<file path="src/hdl/ldpc_pkg.sv">
// ldpc_pkg: constants for the led dimming pulse controller.
// assumes a 50 MHz system clock; every timing count derives from it.
`default_nettype none
package ldpc_pkg;
    // clock
    localparam int CLK_HZ = 50000000;
    // dimming pulse width, in microseconds
    localparam int DIM_PULSE_US = 50;
    localparam int DIM_PULSE_CYC = (DIM_PULSE_US * (CLK_HZ / 1000000));
    // repeat interval while the dim button is held, in milliseconds
    localparam int DIM_REPEAT_MS = 400;
    localparam int DIM_REPEAT_CYC = DIM_REPEAT_MS * (CLK_HZ / 1000);
    // pwm frame: 300 hz, i.e. about 3.3 ms
    localparam int PWM_FREQ_HZ = 300;
    localparam int PWM_PERIOD_CYC = CLK_HZ / PWM_FREQ_HZ;
    // button debounce time, in milliseconds
    localparam int DEBOUNCE_MS = 10;
    localparam int DEBOUNCE_CYC = DEBOUNCE_MS * (CLK_HZ / 1000);
    // number of analog dimming current levels
    localparam int DIM_LEVELS = 32;
    // sensor conversion width
    localparam int SENSOR_BITS = 10;
    // pwm duty width
    localparam int DUTY_BITS = 10;
    // reset value of the host duty setting (full brightness)
    localparam logic [9:0] DUTY_RST = 10'h3FF;
    // sensor gain codes
    localparam logic [1:0] GAIN_PDOWN = 2'h0;
    localparam logic [1:0] GAIN_MEDIUM = 2'h1;
    localparam logic [1:0] GAIN_LOW = 2'h2;
    // top-level operating modes, one-hot
    typedef enum logic [1:0] {
        LDPC_MODE_PWM = 2'b01,
        LDPC_MODE_ANALOG = 2'b10
    } ldpc_mode_type;
endpackage : ldpc_pkg
`default_nettype wire

</file>
<file path="src/hdl/ldpc_debounce.sv">
// ldpc_debounce: synchronises and debounces one pushbutton.
// assumes an asynchronous active-high button level; emits a clean level and press pulse.
`default_nettype none
module ldpc_debounce #(
    parameter int STABLE_CYC = ldpc_pkg::DEBOUNCE_CYC
) (
    // clock and reset
    input wire logic clk,
    input wire logic rst,
    // raw button
    input wire logic btn_async,
    // cleaned outputs
    output logic btn_level,
    output logic btn_press
);
    localparam int CW = $clog2(STABLE_CYC + 1);
    initial begin
        if (STABLE_CYC < 1) $error("debounce time must be at least one cycle");
    end

    logic sync1_r; // first stage, read only by sync2_r
    logic sync2_r; // second stage
    logic [CW-1:0] cnt_r; // stability counter
    logic level_r; // accepted level
    logic press_r; // one-cycle press pulse

    // differ flags a candidate level change
    wire differ = (sync2_r != level_r);
    wire settled = (cnt_r == CW'(STABLE_CYC - 1));

    ////////////////////////////////////////////////////////////////////
    // two-flop synchroniser then stability count
    always_ff @(posedge clk or posedge rst) begin
        if (rst) begin
            sync1_r <= 1'b0;
            sync2_r <= 1'b0;
            cnt_r <= '0;
            level_r <= 1'b0;
            press_r <= 1'b0;
        end else begin
            sync1_r <= btn_async;
            sync2_r <= sync1_r;
            // a bounce restarts the count, so one press gives one pulse
            cnt_r <= (differ && !settled) ? cnt_r + CW'(1) : '0;
            press_r <= differ && settled && sync2_r;
            if (differ && settled) begin
                level_r <= sync2_r;
            end
        end
    end

    assign btn_level = level_r;
    assign btn_press = press_r;
endmodule : ldpc_debounce
`default_nettype wire

</file>
<file path="src/hdl/ldpc_top.sv">
// ldpc_top: led dimming pulse controller, drives the driver's dimming/enable pin.
// assumes host commands are one-cycle pulses on clk; buttons and the
// standalone strap come from pins; sensor samples arrive with a valid pulse on clk.
`default_nettype none
module ldpc_top #(
    parameter int PULSE_CYC = ldpc_pkg::DIM_PULSE_CYC,
    parameter int REPEAT_CYC = ldpc_pkg::DIM_REPEAT_CYC,
    parameter int PERIOD_CYC = ldpc_pkg::PWM_PERIOD_CYC,
    parameter int DEBOUNCE_CYC = ldpc_pkg::DEBOUNCE_CYC
) (
    // clock and reset
    input wire logic clk,
    input wire logic rst,
    // pushbuttons and strap, asynchronous pins
    input wire logic enable_toggle_button,
    input wire logic dim_step_button,
    input wire logic standalone_strap,
    // host commands, one-cycle pulses on clk
    input wire logic host_sel_pwm,
    input wire logic host_sel_analog,
    input wire logic host_enable_toggle,
    input wire logic host_dim_press,
    input wire logic host_dim_release,
    input wire logic [9:0] host_duty,
    input wire logic host_sensor_select,
    input wire logic host_sensor_deselect,
    input wire logic [1:0] host_gain,
    input wire logic host_gain_wr,
    // sensor conversion result
    input wire logic [9:0] sensor_sample,
    input wire logic sensor_valid,
    // outputs
    output logic analog_dim_input,
    output logic status_led,
    output logic sensor_power_on,
    output logic [1:0] sensor_gain,
    output logic analog_mode,
    output logic sensor_mode,
    output logic [4:0] dim_level
);
    localparam int PCW = $clog2(PERIOD_CYC + 1);
    localparam int RCW = $clog2(REPEAT_CYC + 1);
    initial begin
        if (PULSE_CYC < 1 || REPEAT_CYC <= PULSE_CYC) $error("bad pulse timing");
        if (PERIOD_CYC < 1024) $error("pwm period too short for 10-bit duty");
    end

    ////////////////////////////////////////////////////////////////////
    // buttons and strap
    logic en_press; // debounced enable press pulse
    logic dim_held; // debounced dim level
    logic dim_btn_press; // debounced dim press pulse
    logic strap1_r; // strap sync stage one
    logic strap_r; // strap synchronised

    ldpc_debounce #(.STABLE_CYC(DEBOUNCE_CYC)) u_db_en (
        .clk(clk),
        .rst(rst),
        .btn_async(enable_toggle_button),
        .btn_level(),
        .btn_press(en_press)
    );
    ldpc_debounce #(.STABLE_CYC(DEBOUNCE_CYC)) u_db_dim (
        .clk(clk),
        .rst(rst),
        .btn_async(dim_step_button),
        .btn_level(dim_held),
        .btn_press(dim_btn_press)
    );

    // strap synchroniser
    always_ff @(posedge clk or posedge rst) begin
        if (rst) begin
            strap1_r <= 1'b0;
            strap_r <= 1'b0;
        end else begin
            strap1_r <= standalone_strap;
            strap_r <= strap1_r;
        end
    end

    ////////////////////////////////////////////////////////////////////
    // mode and enable state
    ldpc_pkg::ldpc_mode_type mode_r; // pwm or analog dimming
    ldpc_pkg::ldpc_mode_type mode_nxt;
    logic enabled_r; // driver enabled in analog mode
    logic host_dim_held_r; // host holds its dim key
    logic sensor_sel_r; // sensor control selected
    logic [1:0] gain_r; // sensor gain / power-down
    logic [9:0] duty_r; // host pwm duty
    logic [9:0] sdata_r; // last sensor sample
    logic [4:0] level_r; // current step count

    // standalone forces analog mode; host commands are ignored there
    wire host_ok = !strap_r;
    wire go_analog = strap_r || (host_ok && host_sel_analog);
    wire go_pwm = host_ok && host_sel_pwm && !go_analog;
    wire in_analog = (mode_r == ldpc_pkg::LDPC_MODE_ANALOG);
    wire toggle_cmd = in_analog && (en_press || (host_ok && host_enable_toggle));
    wire enter_analog = go_analog && !in_analog;
    // sensor selection only from pwm mode
    wire sel_sensor = host_ok && host_sensor_select && !in_analog && !go_analog;
    wire drop_sensor = go_analog || strap_r || (host_ok && host_sensor_deselect);
    wire gain_ok = host_gain == ldpc_pkg::GAIN_MEDIUM || host_gain == ldpc_pkg::GAIN_LOW
        || host_gain == ldpc_pkg::GAIN_PDOWN;

    // mode decode
    always_comb begin
        mode_nxt = mode_r;
        if (go_analog) begin
            mode_nxt = ldpc_pkg::LDPC_MODE_ANALOG;
        end else if (go_pwm) begin
            mode_nxt = ldpc_pkg::LDPC_MODE_PWM;
        end
    end

    // mode register; pwm after reset
    always_ff @(posedge clk or posedge rst) begin
        if (rst) begin
            mode_r <= ldpc_pkg::LDPC_MODE_PWM;
        end else begin
            mode_r <= mode_nxt;
        end
    end

    // enable toggle; entering analog mode starts disabled
    always_ff @(posedge clk or posedge rst) begin
        if (rst) begin
            enabled_r <= 1'b0;
        end else if (enter_analog || !in_analog) begin
            enabled_r <= 1'b0;
        end else if (toggle_cmd) begin
            enabled_r <= !enabled_r;
        end
    end

    // host settings
    always_ff @(posedge clk or posedge rst) begin
        if (rst) begin
            duty_r <= ldpc_pkg::DUTY_RST;
            sensor_sel_r <= 1'b0;
            gain_r <= ldpc_pkg::GAIN_PDOWN;
            sdata_r <= '0;
            host_dim_held_r <= 1'b0;
        end else begin
            if (host_ok) begin
                duty_r <= host_duty;
            end
            if (drop_sensor) begin
                sensor_sel_r <= 1'b0;
                gain_r <= ldpc_pkg::GAIN_PDOWN;
            end else if (sel_sensor) begin
                sensor_sel_r <= 1'b1;
                gain_r <= ldpc_pkg::GAIN_PDOWN;
            end else if (sensor_sel_r && host_gain_wr && gain_ok) begin
                gain_r <= host_gain;
            end
            if (sensor_valid) begin
                sdata_r <= sensor_sample;
            end
            if (!host_ok || host_dim_release || !in_analog) begin
                host_dim_held_r <= 1'b0;
            end else if (host_dim_press) begin
                host_dim_held_r <= 1'b1;
            end
        end
    end

    ////////////////////////////////////////////////////////////////////
    // dimming pulse engine
    logic [RCW-1:0] rep_r; // cycles since last pulse start
    logic pulsing_r; // a pulse train is active
    wire dim_start = in_analog && enabled_r
        && (dim_btn_press || (host_ok && host_dim_press && !host_dim_held_r));
    wire dim_hold = in_analog && enabled_r && (dim_held || host_dim_held_r);
    wire rep_end = (rep_r == RCW'(REPEAT_CYC - 1));
    // pin dips low for the pulse width then the rising edge makes the step
    wire in_pulse = pulsing_r && (rep_r < RCW'(PULSE_CYC));
    wire pulse_rise = pulsing_r && (rep_r == RCW'(PULSE_CYC - 1));

    // one pulse per press, repeated each interval while held
    always_ff @(posedge clk or posedge rst) begin
        if (rst) begin
            pulsing_r <= 1'b0;
            rep_r <= '0;
        end else if (!(in_analog && enabled_r)) begin
            pulsing_r <= 1'b0;
            rep_r <= '0;
        end else if (!pulsing_r) begin
            pulsing_r <= dim_start;
            rep_r <= '0;
        end else if (rep_end) begin
            pulsing_r <= dim_hold;
            rep_r <= '0;
        end else begin
            rep_r <= rep_r + RCW'(1);
        end
    end

    // level counter mirrors the driver's 32 steps
    always_ff @(posedge clk or posedge rst) begin
        if (rst) begin
            level_r <= '0;
        end else if (!enabled_r) begin
            level_r <= '0;
        end else if (pulse_rise) begin
            level_r <= level_r + 5'h01;
        end
    end

    ////////////////////////////////////////////////////////////////////
    // pwm generator
    logic [PCW-1:0] pcnt_r; // position in the pwm frame
    wire frame_end = (pcnt_r == PCW'(PERIOD_CYC - 1));
    wire [9:0] duty_sel = sensor_sel_r ? sdata_r : duty_r;
    // high time scales the 10-bit duty onto the frame; period never changes
    wire [PCW+9:0] high_prod = (PCW+10)'(duty_sel) * (PCW+10)'(PERIOD_CYC);
    wire [PCW-1:0] high_cyc = PCW'(high_prod >> 10);
    wire sensor_dark = sensor_sel_r && (gain_r == ldpc_pkg::GAIN_PDOWN);
    wire pwm_level = !sensor_dark && ((pcnt_r < high_cyc) || duty_sel == 10'h3FF);

    // free-running frame counter
    always_ff @(posedge clk or posedge rst) begin
        if (rst) begin
            pcnt_r <= '0;
        end else begin
            pcnt_r <= frame_end ? '0 : pcnt_r + PCW'(1);
        end
    end

    ////////////////////////////////////////////////////////////////////
    // output registers
    wire pin_nxt = in_analog ? (enabled_r && !in_pulse) : pwm_level;
    always_ff @(posedge clk or posedge rst) begin
        if (rst) begin
            analog_dim_input <= 1'b0;
            status_led <= 1'b0;
            sensor_power_on <= 1'b0;
            sensor_gain <= ldpc_pkg::GAIN_PDOWN;
            analog_mode <= 1'b0;
            sensor_mode <= 1'b0;
            dim_level <= '0;
        end else begin
            analog_dim_input <= pin_nxt;
            status_led <= in_analog && enabled_r;
            sensor_power_on <= sensor_sel_r && gain_r != ldpc_pkg::GAIN_PDOWN;
            sensor_gain <= gain_r;
            analog_mode <= in_analog;
            sensor_mode <= sensor_sel_r;
            dim_level <= level_r;
        end
    end

    ////////////////////////////////////////////////////////////////////
    // checks
    // helper: cycles the pin has stayed low; saturates so long pwm lows cannot wrap
    logic [RCW-1:0] low_run_r;
    always_ff @(posedge clk or posedge rst) begin
        if (rst) begin
            low_run_r <= '0;
        end else if (analog_dim_input) begin
            low_run_r <= '0;
        end else if (low_run_r != '1) begin
            low_run_r <= low_run_r + RCW'(1);
        end
    end

    a_pwm_default: assert property (@(posedge clk) disable iff (rst)
        (!strap_r && !host_sel_analog && !in_analog) |=> !in_analog)
        else $error("left pwm mode without analog select");
    a_analog_entry_low: assert property (@(posedge clk) disable iff (rst)
        enter_analog |=> ##1 !analog_dim_input)
        else $error("pin not low on analog mode entry");
    a_enable_high: assert property (@(posedge clk) disable iff (rst)
        (in_analog && !enabled_r && toggle_cmd && !go_pwm)
        |=> ##1 (analog_dim_input && status_led))
        else $error("enable did not raise pin and indicator");
    // a pwm select in the same cycle hands the pin back to the pwm generator
    a_disable_low: assert property (@(posedge clk) disable iff (rst)
        (in_analog && enabled_r && toggle_cmd && !go_pwm)
        |=> ##1 (!analog_dim_input && !status_led))
        else $error("disable did not drop pin");
    // every low dip while enabled must last exactly the pulse width
    a_pulse_width: assert property (@(posedge clk) disable iff (rst)
        (analog_mode && status_led && $past(status_led) && $rose(analog_dim_input))
        |-> low_run_r == RCW'(PULSE_CYC))
        else $error("dimming pulse width wrong");
    a_pulse_rise: assert property (@(posedge clk) disable iff (rst)
        (pulse_rise && enabled_r && in_analog) |=> level_r == $past(level_r) + 5'h01)
        else $error("level not stepped at pulse end");
    a_frame_wrap: assert property (@(posedge clk) disable iff (rst)
        frame_end |=> pcnt_r == '0)
        else $error("pwm frame did not wrap");
    a_sensor_pwm_only: assert property (@(posedge clk) disable iff (rst)
        $rose(sensor_sel_r)
        |-> ($past(mode_r) == ldpc_pkg::LDPC_MODE_PWM && gain_r == ldpc_pkg::GAIN_PDOWN))
        else $error("sensor selected outside pwm mode");
    a_standalone: assert property (@(posedge clk) disable iff (rst)
        strap_r |=> !sensor_sel_r)
        else $error("sensor active in standalone");
    a_sensor_dark: assert property (@(posedge clk) disable iff (rst)
        (sensor_sel_r && gain_r == ldpc_pkg::GAIN_PDOWN) |=> !sensor_power_on)
        else $error("sensor powered before gain chosen");
endmodule : ldpc_top
`default_nettype wire

</file>
<file path="config.mk">
export PLATFORM = sky130hd
export DESIGN_NAME = ldpc_top
export DESIGN_NICKNAME = d
export VERILOG_FILES = /design/src/hdl/ldpc_pkg.sv /design/src/hdl/ldpc_debounce.sv /design/src/hdl/ldpc_top.sv
export SDC_FILE = /design/constraint.sdc
export NUM_CORES = 1
export LEC_CHECK = 0
export ABC_AREA = 1
export ABC_CLOCK_PERIOD_IN_PS = 6780
export CORE_ASPECT_RATIO = 1.75
export CORE_UTILIZATION = 50
export CTS_CLUSTER_SIZE = 20
export DETAILED_ROUTE_END_ITERATION = 7
export DONT_BUFFER_PORTS = 1
export PLACE_DENSITY = 0.76
export RECOVER_POWER = 25
export SYNTH_ARGS = -nofsm -noshare
export SYNTH_HDL_FRONTEND = slang
export SYNTH_SLANG_ARGS = --single-unit
</file>
<file path="constraint.sdc">
create_clock -name clk -period 6.78 [get_ports clk]
set_input_delay 1.356 -clock clk [delete_from_list [all_inputs] [get_ports clk]]
set_output_delay 1.356 -clock clk [all_outputs]
set_load 0.02 [all_outputs]
</file>
## After elaboration in Yosys (flattened, before gate mapping)

Index checks and enable logic that the tools add are counted.

- Output and inout port bits: 12
- Flip-flop bits (word level): 136
- Input bits: 36
- Word-level logic and storage cells: 132

- Multiplexer cells: 24
- Magnitude comparators: 2
- Multiply operators: 1
- Reduce and logical (&&, ||, !) cells: 58
- $add $sub $neg: 5
- Equal/unequal tests: 12

Operator list:

| kind | number |
|---|---|
| $mux W25 | 3 |
| $add A19 B1 Y19 const B | 2 |
| $eq A19 B19 Y1 const B | 2 |
| $mux W19 | 2 |
| $logic_and A1 B1 Y1 | 29 |
| $mul A10 B17 Y27 const B | 1 |
| $add A25 B1 Y25 const B | 1 |
| $eq A25 B12 Y1 const B | 1 |
| $eq A25 B25 Y1 const B | 1 |
| $lt A25 B12 Y1 const B | 1 |
| $add A18 B1 Y18 const B | 1 |
| $eq A18 B18 Y1 const B | 1 |
| $lt A18 B18 Y1 | 1 |
| $mux W18 | 1 |
| $logic_or A1 B1 Y1 | 12 |
| $eq A10 B10 Y1 const B | 1 |
| $mux W1 | 10 |
| $mux W10 | 1 |
| $mux W2 | 5 |
| $mux W5 | 2 |
| $reduce_bool A2 Y1 | 5 |
| $logic_not A1 Y1 | 9 |
| $add A5 B1 Y5 const B | 1 |
| $eq A2 B2 Y1 const B | 2 |
| other kinds (5) | 7 |

## Longest topological paths before layout

- Depth after elaboration: 7
- Depth in mapped cells: 33
- Depth with buffers taken out: 33

## Hierarchy

Synthesis repeated with hierarchy kept, for this count alone.

- Cells, all modules: 1190
- Area total of the unflattened synthesis: 9567.9 um^2

By module, submodules not included:

| module | times used | area each (um^2) | seq. area each (um^2) | cells each |
|---|---|---|---|---|
| ldpc_top | 1 | 7093.1 | 2265.9 | 866 |
| ldpc_debounce | 2 | 1237.4 | 575.6 | 162 |

## Worst setup path before layout

Ideal clock, no wire load.

- Path type: register to register
- From: reg sensor_sel_r
- To: reg analog_dim_input
- Data arrival time: 5.474 ns
- Data required time: 6.663 ns
- Library setup time: 0.117 ns
- Buffers on the path: 1
- Stages on the path, launching flop included: 32
- Slack: 1.190 ns
- Period minus slack after synthesis: 5.590 ns
- Cells stage by stage: dfrtp_1 > clkbuf_1 > o21ai_0 > inv_1 > ha_1 > inv_1 > fa_1 > inv_1 > fa_1 > inv_1 > fa_1 > inv_1 > fa_1 > ha_1 > inv_1 > o21ai_0 > o21bai_1 > a21oi_1 > inv_1 > a31oi_1 > nand2_1 > nand2_1 > nand2_1 > ha_1 > nand4_1 > inv_1 > nand2_1 > o21a_1 > nand2_1 > nand2_1 > nand2_1 > nand2_1

- Word-level cells in the longest chain between the ends: 6
- Elaborated cells on any way between the ends: 9
- Classes of those cells: 1 x mul; 1 x order compare; 1 x eq/ne; 2 x mux; 4 x reduce/logical

Ends and longest elaborated chain:

| element | RTL line | RTL |
|---|---|---|
| start, declared | ldpc_top.sv:88 | `logic sensor_sel_r;` |
| start signal, assigned | ldpc_top.sv:141 | `sensor_sel_r <= 1'b0;` |
| start signal, assigned | ldpc_top.sv:150 | `sensor_sel_r <= 1'b0;` |
| start signal, assigned | ldpc_top.sv:153 | `sensor_sel_r <= 1'b1;` |
| $mux W10 | ldpc_top.sv:215 | `wire [9:0] duty_sel = sensor_sel_r ? sdata_r : duty_r;` |
| $mul A10 B17 Y27 | ldpc_top.sv:217 | `wire [PCW+9:0] high_prod = (PCW+10)'(duty_sel) * (PCW+10)'(PERIOD_CYC);` |
| $lt A18 B18 Y1 | ldpc_top.sv:220 | `wire pwm_level = !sensor_dark && ((pcnt_r < high_cyc) \|\| duty_sel == 10'h3FF);` |
| $logic_or A1 B1 Y1 | ldpc_top.sv:220 |  |
| $logic_and A1 B1 Y1 * | ldpc_top.sv:220 |  |
| $mux W1 * | ldpc_top.sv:233 | `wire pin_nxt = in_analog ? (enabled_r && !in_pulse) : pwm_level;` |
| net pin_nxt | ldpc_top.sv:233 |  |
| end signal, assigned | ldpc_top.sv:244 | `analog_dim_input <= pin_nxt;` |
| end, declared | ldpc_top.sv:33 | `output logic analog_dim_input,` |

Mark *: on every way through the listed nets, which the timed path passes. The rest lies on a longest branch.
A chain may end at the register's enable or synchronous reset.

## Worst setup path in the final report

Same ends and word-level chain as after synthesis.

==> results.md <==
- The kind of start point of the critical path is a flop.
- The number of cells upsized or downsized after cts is 0.
- The setup TNS is 0 ps.
- The CTS buffer count is 17.
- Buffers placed on the I/O ports in this run total 0.
- The net switching power is 1.30 mW.
- The effective utilization at floorplan is between 50% and 60%.
- The clock transition at the register clock pins on the worst setup and hold paths after CTS is 70 ps.
- The final reports fail on capacitance limit, slew limit.
- The via count of the first global-routing pass came to 7618.
- The worst register-to-register path has a setup slack of between 600 and 700 ps.
- At the end of routability-driven placement, the weighted congestion stood at approximately 0.9.
- Net switching is 41.0% of the power.
- The maximum frequency from static timing analysis is 0.163 GHz.
- In the final layout, the multi-input gates occupy 5070 um^2.
- The filler cell count in the final layout is 1628.
- The number of clock sinks is 136.
- The largest single stage delay on the critical path is roughly 670 ps.
- The count of nets left with antenna violations once routing finished came out at 0.
- The share of total power in the clock network is 29.7%.
- The worst clock skew is 10.1 ps.
- In this run, post-CTS hold repair placed 0 buffers.
- The synthesis-stage register bit count is 136.
- The cell that appears most often on the critical path is nand2_1.
- For this run, the post-layout net count is between 1000 and 1500.
- The initial antenna violation count is 0.
- The mapped netlist covers between 9000 and 10000 um^2.
- The count of standard-cell rows is 65.
- The average via count per standard cell is 5.48.
- The final max-slew violation count was 68.
- The cell count after synthesis is around 1100.
- The CTS root buffer is clkbuf_16.
- Of the available clock period, the critical path in the final layout requires 90.7%.
- The worst setup path is captured at a flop.
- Internal power comes to between 1.5 and 2 mW.
- The tool flagged a number of max-cap violations equal to 1.
- Summed over all layers, the global routing overflow is 0.
- The total nets after synthesis is 1271.
- The power density over the cells is 314 nW/um^2.
- The number of hold-slack violations in the final timing report is 0.
- The slew at the pin closest to its max-slew limit is 2990 ps.
- Sorting the synthesized cells by area gives the leading types as dfrtp_1 (34%), ha_1 (14%), nand2_1 (7.6%), inv_1 (7.2%), fa_1 (5.0%).
- The count of buffers added by post-CTS timing repair for setup is 0.
- In this run the worst setup path begins at sensor_sel_r.
- Detailed placement ended at an HPWL of 16500 um.
- Data arrives at the worst endpoint at around 6500 ps.
- Registers take 3420 um^2.
- Detailed routing inserted a total of 7532 vias.
- Once layout is complete, the utilization of the core stands at 55.9%.
- The relative contribution of combinational cells to total power is 43.2%.
- The data required time of the worst path is ~7000 ps.
- The largest total area in the synthesized netlist belongs to dfrtp_1.
- Clock latency on the worst-skew pair, taken at its later pin, is 440 ps.
- The region available for standard cell placement spans 18100 um^2.
- The critical-path cell with the highest stage delay is o21ai_0.
- The standby leakage power is between 4 and 5 nW.
- The TritonCTS clock tree is yes.
- For this run, the detailed router's first-pass iteration total came to 5.
- The origin of the worst min-delay path is u_db_en.sync1_r.
- The final-report setup violation count is 0.
- The tightest slew margin relative to the limit is -100%.
- The synthesis warning total is 0.
- Dividing the synthesized area by the synthesized cell count gives 8.28 um^2.
- The maximum net fanout on the critical path is 17.
- From left edge to right edge, the die measures roughly 100 um.
- The DRC violation total after the first TritonRoute iteration is 379.
- The launch point of the worst reg-to-reg path is sensor_sel_r.
- Setup repair after global routing left no endpoint under its margin.
- The run finished, with violations left.
- The vertical die dimension is ~180 um.
- After detailed routing, the number of remaining DRC violations is 0.
- The layout overhead on the synthesized area is 9.55%.
- Yosys mapped the design onto 42 distinct sky130hd cell types.
- The share of total power dissipated in sequential elements is between 20% and 30%.
- The overall routing resource usage is 23.5%.
- After detailed routing, the total wire length is roughly 21000 um.
- The maximum vdd ir drop is 0.236 mV.
- The clock passes through at most 2 buffers.
- The post-route netlist has 8.07% of its cells at a drive strength greater than 1.
- The critical path is of the reg -> reg type.
- In this run the worst hold path is classified as reg -> reg.
- The time the final worst path needs with I/O delays and setup is roughly 6100 ps.
- The repair_antennas step left the layout with diodes totalling 0.
- The pin count of the biggest net entering global routing is 71.
- The first-pass GRT wire length is 35300 um.
- The average wire length per cell after detail routing is 15.3 um.
- The total power of the final layout is ~3.2 mW.
- The area of the die is 19000 um^2.
- The H-tree generated during clock tree synthesis spans 4 levels.
- The sequential element share of the synthesized area is 37.1%.
- The area share of the largest cell type after synthesis is 34.0%.
- During I/O placement, the number of pins put on the boundary was 48.
-- metrics by stage --
step                      setup slack, ps  hold slack [ps]  instance area [um^2]  cells
after global routing                  155              357                 10100   1374
after floorplan                      1190              331                  9210   1112
after CTS                             662              355                 10100   1374
after global placement                867              336                  9510   1342
final                                 633              348                 10100   1374
after detailed placement              698              339                  9510   1342
-- worst paths after layout --
path,end,cells after the start
min in group asynchronous,u_db_dim.cnt_r[11],1
worst max-delay path,analog_dim_input,29
worst max register to register,analog_dim_input,29
worst min register to register,u_db_en.sync2_r,0
worst min-delay path,u_db_en.sync2_r,0
max in group asynchronous,sdata_r[8],2
-- layout by cell type, fill, tap and decap left out, drive strengths merged, types with 2 or more instances in the layout --
cell type  Yosys  layout
nor3          46      46
nor3b          7       7
clkinv         0       3
o21a           4       4
nor4          14      14
inv          182     189
xor2          21      21
dfrtp        125     125
clkinvlp       0       4
a21oi         67      67
mux2           3       3
o21bai         3       3
o21ai         66      66
clkbuf         6      17
nand2        193     193
xnor2         15      15
a31oi          8       8
a21o           2       2
nand4         22      22
a211oi         7       7
dfstp         11      11
nand3b         2       2
nor2         121     121
nand3         52      52
buf            3       5
fa            23      23
a21boi         2       2
ha           100     100
-- flip-flops by register name, indices dropped and copies added (netlist names), 2 cells and up --
register        cells
sensor_gain         2
u_db_en.cnt_r      19
level_r             5
sdata_r            10
duty_r             10
rep_r              25
dim_level           5
mode_r              2
gain_r              2
u_db_dim.cnt_r     19
pcnt_r             18
-- logic make-up (layout without fill, tap and decap cells) --
logic type / Yosys count / count (layout) / share of synthesized area, %
and+or+nand+nor: 458 / 458 / 22.9
AOI/OAI and AO/OA: 165 / 165 / 9.82
muxes: 3 / 3 / 0.367
adders and majority gates: 123 / 123 / 18.6
DFF: 136 / 136 / 37.1
xor gates and xnor gates: 36 / 36 / 3.42
buffers and inverters: 191 / 219 / 7.82
-- critical path, delay by kind of cell, from the launching register on --
kind	cells	cell delay (ps)
adders and majority gates	7	2820
AOI/OAI and AO/OA	9	1930
DFF	1	560
and+or+nand+nor	7	410
buffers and inverters	6	400
-- cell usage after synthesis --
master and number:
fa_1 23, o211ai_1 1, nor2_1 107, o21ai_2 1
nand2_1 186, nor3_2 7, nor3_1 39, a21oi_1 67
nor3b_1 7, a21boi_0 2, o22ai_1 1, nor2_2 9
inv_1 176, ha_1 100, inv_2 6, o41ai_1 1
nand2_2 7, xnor2_1 15, clkbuf_1 6, o21ai_1 7
a31oi_1 8, xor2_1 21, nand4_1 22, mux2_2 3
o21ai_0 58, buf_2 3, nor4_2 2, o21a_1 4
nand3_1 49, dfstp_2 11, nor2_4 5, a221oi_1 1
o211a_1 1, nand3b_1 2, nand3_2 3, a31o_2 1
a211oi_1 7, or2_2 1, nor4_1 12, a21o_1 2
dfrtp_1 125, o21bai_1 3
-- routing by layer --
layer / track usage, % / vias up / wire (um)
met3: 3.70 / 52 / 683
li1: - / 3692 / -
met1: 25.7 / 3621 / 8280
met4: 11.7 / 0 / 773
met5: 0 / - / 0
met2: 43.5 / 167 / 11300
-- power by group through the flow --
| stage | Sequential [mW] | Combinational, mW | Clock (mW) |
|---|---|---|---|
| after CTS | 0.857 | 1.37 | 0.953 |
| after detailed placement | 0.872 | 1.35 | 0 |
| after global routing | 0.858 | 1.56 | 0.988 |
| after floorplan | 0.864 | 1.04 | 0 |
| after global placement | 0.871 | 1.33 | 0 |
| final | 0.857 | 1.37 | 0.942 |
-- layout make-up --
| class | instances | area share (%) |
|---|---|---|
| inverters | 182 | 6.78 |
| flip-flops and latches | 136 | 33.9 |
| multi-input cells | 785 | 50.3 |
| clock inverters | 15 | 1.61 |
| repair buffers | 5 | 0.372 |
| clock buffers | 17 | 4.22 |
| well taps | 234 | 2.90 |
Note: power is estimated with default switching activity, not from simulation.
